File: config.mk
export PLATFORM = sky130hd
export DESIGN_NAME = sprc_regs
export DESIGN_NICKNAME = d
export VERILOG_FILES = /design/src/rtl/sprc_pkg.sv /design/src/rtl/sprc_regs.sv
export SDC_FILE = /design/constraint.sdc
export NUM_CORES = 1
export LEC_CHECK = 0
export ABC_AREA = 1
export ABC_CLOCK_PERIOD_IN_PS = 1700
export BUFFER_PORTS_ARGS = -buffer_cell sky130_fd_sc_hd__buf_2
export CORE_MARGIN = 2
export CORE_UTILIZATION = 39
export CTS_CLUSTER_DIAMETER = 40
export CTS_CLUSTER_SIZE = 20
export DETAILED_ROUTE_END_ITERATION = 8
export GPL_ROUTABILITY_DRIVEN = 0
export GPL_TIMING_DRIVEN = 1
export HOLD_SLACK_MARGIN = 0.02
export PLACE_DENSITY_LB_ADDON = 0.25
export SLEW_MARGIN = 20
export SYNTH_ARGS = -nofsm -noshare
export SYNTH_HDL_FRONTEND = slang
export SYNTH_SLANG_ARGS = --single-unit
File: constraint.sdc
create_clock -name i_mclk -period 1.7 [get_ports i_mclk]
set_input_delay 0 -clock i_mclk [delete_from_list [all_inputs] [get_ports i_mclk]]
set_output_delay 0 -clock i_mclk [all_outputs]
set_load 0.1 [all_outputs]
File: src/rtl/sprc_pkg.sv
// Purpose: Shared constants for the single-pair PMA/PMD management registers.
// Assumes: APB word access; register index times four is the byte address.
// Notes: Indices are kept as printed; the decoder scales them.
package sprc_pkg;
   localparam int unsigned SPRC_IDX_W = 14;
   localparam int unsigned SPRC_REG_W = 16;
   localparam logic [SPRC_IDX_W-1:0] SPRC_IDX_ABILITY = 14'h0012;
   localparam logic [SPRC_IDX_W-1:0] SPRC_IDX_CONTROL = 14'h0834;
   localparam logic [SPRC_IDX_W-1:0] SPRC_IDX_PMA_CTRL = 14'h08F6;
   localparam logic [SPRC_IDX_W-1:0] SPRC_IDX_PMA_STAT = 14'h08F7;
   // Ability word: only long reach is reported
   localparam logic [SPRC_REG_W-1:0] SPRC_ABILITY_VAL = 16'h0004;
   // Control word
   localparam int unsigned SPRC_CTL_RSVD_ONE = 15;
   localparam int unsigned SPRC_CTL_MASTER = 14;
   localparam int unsigned SPRC_CTL_TYPE_LSB = 0;
   localparam int unsigned SPRC_TYPE_W = 4;
   localparam logic [SPRC_REG_W-1:0] SPRC_CONTROL_RST = 16'h8002;
   localparam logic [SPRC_TYPE_W-1:0] SPRC_TYPE_RST = 4'h2;
   // PMA control word
   localparam int unsigned SPRC_PMA_SELFCLR = 15;
   localparam int unsigned SPRC_PMA_TX_OFF = 14;
   localparam int unsigned SPRC_PMA_HI_SWING = 12;
   localparam int unsigned SPRC_PMA_SPARE = 11;
   localparam int unsigned SPRC_PMA_EEE = 10;
   localparam int unsigned SPRC_PMA_LOOPBACK = 0;
   localparam logic [SPRC_REG_W-1:0] SPRC_PMA_CTRL_RST = 16'h0000;
   // PMA status word: capability bit only
   localparam int unsigned SPRC_STAT_HI_CAP = 12;
   typedef enum logic [SPRC_TYPE_W-1:0] {
      SPRC_TYPE_FAST = 4'b0000,
      SPRC_TYPE_GIGABIT = 4'b0001,
      SPRC_TYPE_LONG = 4'b0010,
      SPRC_TYPE_SHORT = 4'b0011
   } sprc_type_t;
endpackage

File: src/rtl/sprc_regs.sv
// Purpose: APB register bank steering role, PHY type, amplitude, tx-off,
//    EEE and loopback of a single-pair long-reach PMA/PMD.
// Assumes: Zero-wait APB slave; straps stable around reset release.
// Notes: Mode outputs lag their cause by one clock.
//    The type field stores any code; reserved codes are flagged, not refused.
//    Strap levels are taken at the first edge after reset release.
//
// The implementer's own choice: the APB register port.
`timescale 1ns/1ns
module sprc_regs
   import sprc_pkg::*;
#(
   parameter int unsigned ADDR_W = 16
) (
   input wire logic i_mclk,
   input wire logic i_rst_n,
   input wire logic i_psel,
   input wire logic i_penable,
   input wire logic i_pwrite,
   input wire logic [ADDR_W-1:0] i_paddr,
   input wire logic [31:0] i_pwdata,
   output logic [31:0] o_prdata,
   output logic o_pready,
   output logic o_pslverr,
   input wire logic i_strap_master,
   input wire logic i_strap_high_swing,
   input wire logic i_high_swing_capable,
   input wire logic i_aneg_enable,
   input wire logic i_forced_cfg_enable,
   input wire logic i_aneg_master,
   input wire logic i_aneg_high_swing,
   input wire logic [3:0] i_aneg_phy_type,
   output logic o_master_mode,
   output logic o_high_swing_mode,
   output logic [3:0] o_phy_type,
   output logic o_phy_type_reserved,
   output logic o_tx_output_off,
   output logic o_energy_efficient_enable,
   output logic o_local_loopback_enable
);
   if (ADDR_W < SPRC_IDX_W + 2) begin : g_bad_addr
      $error("ADDR_W too narrow for the register map");
   end
   if (ADDR_W > 32) begin : g_wide_addr
      $error("ADDR_W wider than the APB address");
   end

   logic [SPRC_IDX_W-1:0] idx;
   logic aligned;
   logic setup;
   logic wr_access;
   logic hit;
   logic [SPRC_REG_W-1:0] rd_word;
   logic strap_done_ff;
   logic master_select_ff;
   logic [SPRC_TYPE_W-1:0] phy_type_select_ff;
   logic tx_output_off_ff;
   logic high_swing_select_ff;
   logic spare_ff;
   logic self_clear_ff;
   logic energy_efficient_enable_ff;
   logic local_loopback_enable_ff;
   logic [31:0] prdata_ff;
   logic pslverr_ff;
   logic master_mode_ff;
   logic high_swing_mode_ff;
   logic [SPRC_TYPE_W-1:0] phy_type_ff;
   logic nxt_master_mode;
   logic nxt_high_swing_mode;
   logic [SPRC_TYPE_W-1:0] nxt_phy_type;
   logic [SPRC_REG_W-1:0] control_word;
   logic [SPRC_REG_W-1:0] pma_word;
   logic [SPRC_REG_W-1:0] stat_word;

   assign idx = i_paddr[SPRC_IDX_W+1:2];
   // A shift rather than a part-select, so ADDR_W may equal the index span
   assign aligned = (i_paddr[1:0] == 2'h0) && ((i_paddr >> (SPRC_IDX_W + 2)) == '0);
   assign setup = i_psel && !i_penable;
   // Zero-wait slave: every access phase completes at once
   assign o_pready = 1'b1;
   assign wr_access = i_psel && i_penable && i_pwrite && !pslverr_ff;
   assign hit = aligned && (idx == SPRC_IDX_ABILITY || idx == SPRC_IDX_CONTROL ||
                            idx == SPRC_IDX_PMA_CTRL || idx == SPRC_IDX_PMA_STAT);

   always_comb begin
      control_word = '0;
      control_word[SPRC_CTL_RSVD_ONE] = 1'b1;
      control_word[SPRC_CTL_MASTER] = master_select_ff;
      control_word[SPRC_CTL_TYPE_LSB +: SPRC_TYPE_W] = phy_type_select_ff;
      pma_word = '0;
      pma_word[SPRC_PMA_SELFCLR] = self_clear_ff;
      pma_word[SPRC_PMA_TX_OFF] = tx_output_off_ff;
      pma_word[SPRC_PMA_HI_SWING] = high_swing_select_ff;
      pma_word[SPRC_PMA_SPARE] = spare_ff;
      pma_word[SPRC_PMA_EEE] = energy_efficient_enable_ff;
      pma_word[SPRC_PMA_LOOPBACK] = local_loopback_enable_ff;
      stat_word = '0;
      stat_word[SPRC_STAT_HI_CAP] = i_high_swing_capable;
   end

   always_comb begin
      rd_word = '0;
      case (idx)
         SPRC_IDX_ABILITY: begin
            rd_word = SPRC_ABILITY_VAL;
         end
         SPRC_IDX_CONTROL: begin
            rd_word = control_word;
         end
         SPRC_IDX_PMA_CTRL: begin
            rd_word = pma_word;
         end
         SPRC_IDX_PMA_STAT: begin
            rd_word = stat_word;
         end
         default: begin
            rd_word = '0;
         end
      endcase
   end

   // Read data and error are captured in setup; o_prdata stays registered, o_pslverr is gated by psel and penable
   always_ff @(posedge i_mclk or negedge i_rst_n) begin
      if (!i_rst_n) begin
         prdata_ff <= 32'h0000_0000;
         pslverr_ff <= 1'b0;
      end else if (setup) begin
         prdata_ff <= (hit && !i_pwrite) ? {16'h0000, rd_word} : 32'h0000_0000;
         pslverr_ff <= !hit;
      end
   end
   assign o_prdata = prdata_ff;
   assign o_pslverr = pslverr_ff && i_psel && i_penable;

   // Straps are taken on the first edge after release, not under reset
   always_ff @(posedge i_mclk or negedge i_rst_n) begin
      if (!i_rst_n) begin
         strap_done_ff <= 1'b0;
      end else begin
         strap_done_ff <= 1'b1;
      end
   end

   always_ff @(posedge i_mclk or negedge i_rst_n) begin
      if (!i_rst_n) begin
         master_select_ff <= 1'b0;
         phy_type_select_ff <= SPRC_TYPE_RST;
      end else if (!strap_done_ff) begin
         master_select_ff <= i_strap_master;
      end else if (wr_access && idx == SPRC_IDX_CONTROL) begin
         // Bit 15 and 13:4 have no storage
         master_select_ff <= i_pwdata[SPRC_CTL_MASTER];
         phy_type_select_ff <= i_pwdata[SPRC_CTL_TYPE_LSB +: SPRC_TYPE_W];
      end
   end

   // Ability index owns no storage, so writes there fall through
   always_ff @(posedge i_mclk or negedge i_rst_n) begin
      if (!i_rst_n) begin
         tx_output_off_ff <= SPRC_PMA_CTRL_RST[SPRC_PMA_TX_OFF];
         high_swing_select_ff <= SPRC_PMA_CTRL_RST[SPRC_PMA_HI_SWING];
         spare_ff <= SPRC_PMA_CTRL_RST[SPRC_PMA_SPARE];
         energy_efficient_enable_ff <= SPRC_PMA_CTRL_RST[SPRC_PMA_EEE];
         local_loopback_enable_ff <= SPRC_PMA_CTRL_RST[SPRC_PMA_LOOPBACK];
      end else if (!strap_done_ff) begin
         high_swing_select_ff <= i_strap_high_swing;
      end else if (wr_access && idx == SPRC_IDX_PMA_CTRL) begin
         tx_output_off_ff <= i_pwdata[SPRC_PMA_TX_OFF];
         high_swing_select_ff <= i_pwdata[SPRC_PMA_HI_SWING];
         spare_ff <= i_pwdata[SPRC_PMA_SPARE];
         energy_efficient_enable_ff <= i_pwdata[SPRC_PMA_EEE];
         local_loopback_enable_ff <= i_pwdata[SPRC_PMA_LOOPBACK];
      end
   end

   // Reserved self-clearing bit drops one cycle after it is written
   always_ff @(posedge i_mclk or negedge i_rst_n) begin
      if (!i_rst_n) begin
         self_clear_ff <= SPRC_PMA_CTRL_RST[SPRC_PMA_SELFCLR];
      end else if (strap_done_ff && wr_access && idx == SPRC_IDX_PMA_CTRL) begin
         self_clear_ff <= i_pwdata[SPRC_PMA_SELFCLR];
      end else begin
         self_clear_ff <= 1'b0;
      end
   end

   // Effective operating modes
   always_comb begin
      nxt_master_mode = i_aneg_enable ? i_aneg_master : master_select_ff;
      // Capability pin caps the swing even if software asked for high
      nxt_high_swing_mode = (i_aneg_enable ? i_aneg_high_swing : high_swing_select_ff)
                            && i_high_swing_capable;
      nxt_phy_type = (!i_aneg_enable && i_forced_cfg_enable) ?
                     phy_type_select_ff : i_aneg_phy_type;
   end

   always_ff @(posedge i_mclk or negedge i_rst_n) begin
      if (!i_rst_n) begin
         master_mode_ff <= 1'b0;
      end else begin
         master_mode_ff <= nxt_master_mode;
      end
   end

   // Registered so the analog side never sees a glitch from the pin gate
   always_ff @(posedge i_mclk or negedge i_rst_n) begin
      if (!i_rst_n) begin
         high_swing_mode_ff <= 1'b0;
      end else begin
         high_swing_mode_ff <= nxt_high_swing_mode;
      end
   end

   always_ff @(posedge i_mclk or negedge i_rst_n) begin
      if (!i_rst_n) begin
         phy_type_ff <= SPRC_TYPE_RST;
      end else begin
         phy_type_ff <= nxt_phy_type;
      end
   end

   assign o_master_mode = master_mode_ff;
   assign o_high_swing_mode = high_swing_mode_ff;
   assign o_phy_type = phy_type_ff;
   // Only 00XX codes name a type; 1XXX and 01XX are reserved
   always_comb begin
      case (sprc_type_t'(phy_type_ff))
         SPRC_TYPE_FAST, SPRC_TYPE_GIGABIT, SPRC_TYPE_LONG, SPRC_TYPE_SHORT: begin
            o_phy_type_reserved = 1'b0;
         end
         default: begin
            o_phy_type_reserved = 1'b1;
         end
      endcase
   end
   assign o_tx_output_off = tx_output_off_ff;
   assign o_energy_efficient_enable = energy_efficient_enable_ff;
   assign o_local_loopback_enable = local_loopback_enable_ff;

   logic rd_ability;
   logic rd_control;
   assign rd_ability = setup && !i_pwrite && aligned && idx == SPRC_IDX_ABILITY;
   assign rd_control = setup && !i_pwrite && aligned && idx == SPRC_IDX_CONTROL;
endmodule

==> impl_metrics.json <==
{
  "power_leakage_uw": 0.00136,
  "multi_input_area_um2": 870,
  "synth_seq_area_share": 0.395,
  "ios": 108,
  "crit_fanout": 8,
  "clk_latency_ns": 0.28,
  "netlist-cell-type-count": 26,
  "grt_start_max_net_pins": 29,
  "power_frac_comb": 0.308,
  "chipWidth_um": 71.5,
  "antenna_found_initial": 0,
  "netlist_area_um2": 1780,
  "cts_made_buffers": 3,
  "fin_skew_ns": 0.00759,
  "final_nets": 389,
  "drc": 0,
  "avgRoutedWirePerCell_um": 9.96,
  "path_buf_inv": 2,
  "crit_type": "reg2reg",
  "dp.cells": 350,
  "slew_viol_final": 0,
  "fin_tns_setup_ns": 0,
  "fmax_mhz": 766,
  "yosysWarnings": 0,
  "path_cells": "inv_1 -> nand4_1 -> nor3_4 -> inv_2 -> nand2_1 -> nand2_1",
  "slowest_delay_ns": 0.39,
  "fin_ws_ns": 0.394,
  "fillCellCount": 456,
  "core_um2": 4380,
  "hold_end": "o_prdata[2]$_DFFE_PN0P_",
  "cts-root-buf": "clkbuf_8",
  "dieArea_um2": 5120,
  "synth_edf_count": 0,
  "synth_flop_cell": "dfrtp_1",
  "hold_viol": 0,
  "regArea_um2": 703,
  "r2r-start": "pslverr_ff$_DFFE_PN0P_",
  "syn_area_per_cell_um2": 7.41,
  "synth_area_leader_cell": "dfrtp_1",
  "power_density_nw_per_um2": 746,
  "area_growth_pct": 31.6,
  "async_reset_ff_frac": 1.00,
  "internal_power_uw": 1100,
  "ys_top_cells_by_count": "nand2_1, nor2_1, dfrtp_1, inv_1, buf_4",
  "dr_total_vias": 1630,
  "ys_top_cells_by_area": "dfrtp_1, nand2_1, buf_4",
  "critPathTopFamily": "simple AND/OR/NAND/NOR gates",
  "worst_slew_pin_slew_ns": 0.607,
  "grt_first_pass_wirelength_mm": 6.51,
  "antenna_cells": 0,
  "postCtsSetupBuffers": 0,
  "setup_viol_count_final": 0,
  "grt.overflow.total": 0,
  "max_slew_margin": 0.595,
  "cts_tree": "yes",
  "instances_no_fill": 376,
  "die_y_um": 71.5,
  "post-route-period-util": 0.768,
  "drt_iter0_drc": 61,
  "drive_gt1_frac": 0.281,
  "switching_share": 0.370,
  "dpl.hpwl_mm": 2.95,
  "p_switching_uw": 646,
  "rsz0062_at_grt": "false",
  "io_buffers": 60,
  "wl_met1_mm": 1.69,
  "holdPathStages": 4,
  "worstReg2RegEnd": "phy_type_select_ff[0]$_DFFE_PN0P_",
  "cts.reportedPaths.clkPinSlew_ns": 0.10,
  "min_from": "i_paddr[1]",
  "grtUsageTotal": 0.157,
  "start_util": 0.406,
  "cts.sinks": 28,
  "crit_top_cell": "nand2_1",
  "cap_violations": 0,
  "hold-worst-slack_ns": 0.0280,
  "post-synth-top-count-cell": "nand2_1",
  "antenna_left": 0,
  "wl_mm": 3.75,
  "worst_r2r_path_depth": 6,
  "worstPathRequired_ns": 1.87,
  "dpl_worst_slack_ns": 0.402,
  "largest_register_ffs": 9,
  "top_layer_used": "met4",
  "status": "finished, final reports clean",
  "route.met3.wl_um": 214,
  "cp.arrival_ns": 1.48,
  "synth_top_area_share": 0.366,
  "cts_resized": 0,
  "synthCells": 240,
  "final_core_util": 0.534,
  "grt_pass1_vias": 1575,
  "first_pass_iters": 4,
  "peakVddDrop_mv": 0.498,
  "holdCritPathClass": "in2reg",
  "fin_crit_ns": 1.31,
  "cts-htree-levels": 1,
  "slowest_stage": "dfrtp_1",
  "sequentialPowerShare": 0.396,
  "cp-start-kind": "flip-flop",
  "fp-row-count": 24,
  "wl_met2_mm": 1.82,
  "setup.worst_path.end_class": "flip-flop",
  "avgViaCountPerCell": 4.34,
  "clockBufferDepth": 2,
  "cts_hold_buf": 22,
  "power_frac_clock": 0.297,
  "synth_seq_cells": 28,
  "regToRegSetupSlack_ns": 0.39
}
[worst max path at each step]
stage	from	depth (start not counted)	endpoint	slack, ns
6_report	pslverr_ff$_DFFE_PN0P_	6	phy_type_select_ff[0]$_DFFE_PN0P_	0.39
5_1_grt	pslverr_ff$_DFFE_PN0P_	6	phy_type_select_ff[0]$_DFFE_PN0P_	0.24
4_1_cts	pslverr_ff$_DFFE_PN0P_	6	phy_type_select_ff[0]$_DFFE_PN0P_	0.38
3_5_place_dp	pslverr_ff$_DFFE_PN0P_	6	phy_type_select_ff[0]$_DFFE_PN0P_	0.40
3_3_place_gp	pslverr_ff$_DFFE_PN0P_	6	phy_type_select_ff[0]$_DFFE_PN0P_	0.42
2_1_floorplan	pslverr_ff$_DFFE_PN0P_	2	o_pslverr	0.12
[metal layers]
| layer | track usage | vias to the layer above |
|---|---|---|
| met1 | 0.199 | 720 |
| met2 | 0.279 | 49 |
| met4 | 0.0314 | 0 |
| met3 | 0.0309 | 4 |
| met5 | 0 | - |
| li1 | - | 857 |
[through the flow]
step,area (µm²),power (µW)
floorplan,1870,1150
global placement,2050,1200
detailed placement,2050,1200
CTS,2340,1760
global route,2340,1810
finish,2340,1750
[cells in the final DEF (no fill, tap or decap), types with 3 or more instances in the layout]
cell type	count
nand2_1	73
dlygate4sd3_1	22
inv_2	4
o21ai_1	3
dfrtp_1	26
o21ai_0	6
inv_1	25
nor2_1	27
nor2_2	3
nor2_4	8
nand3_1	15
clkbuf_8	3
buf_2	60
nand4_1	5
a21oi_1	3
conb_1	25
[power by group through the flow]
stage / sequential (µW) / clock [µW] / combinational (µW)
global placement: 704 / 0 / 497
detailed placement: 705 / 0 / 499
floorplan: 783 / 0 / 366
global route: 693 / 555 / 566
CTS: 691 / 534 / 539
finish: 691 / 518 / 537
[tightest hold or removal path: stages]
cell     delay [ns]
buf_2          0.08
nor2_1         0.05
nand4_1        0.09
nand2_1        0.05
[cell type report]
type,count,area share
clock buffers,3,0.0176
clock inverters,1,0.0128
inverters,30,0.0481
multi-input cells,180,0.371
flip-flops and latches,28,0.300
well taps,52,0.0278
repair buffers,82,0.222
[kinds of logic (layout without fill, tap and decap cells)]
family / Yosys count / count (layout) / synth area share
buffers and inverters: 55 / 116 / 0.167
AO/OA/AOI/OAI: 13 / 13 / 0.0380
multiplexers: 2 / 2 / 0.0127
other: 2 / 25 / 0.00422
AND/OR/NAND/NOR: 140 / 140 / 0.383
flip-flops: 28 / 28 / 0.395
(Power assumes the default switching activity.)
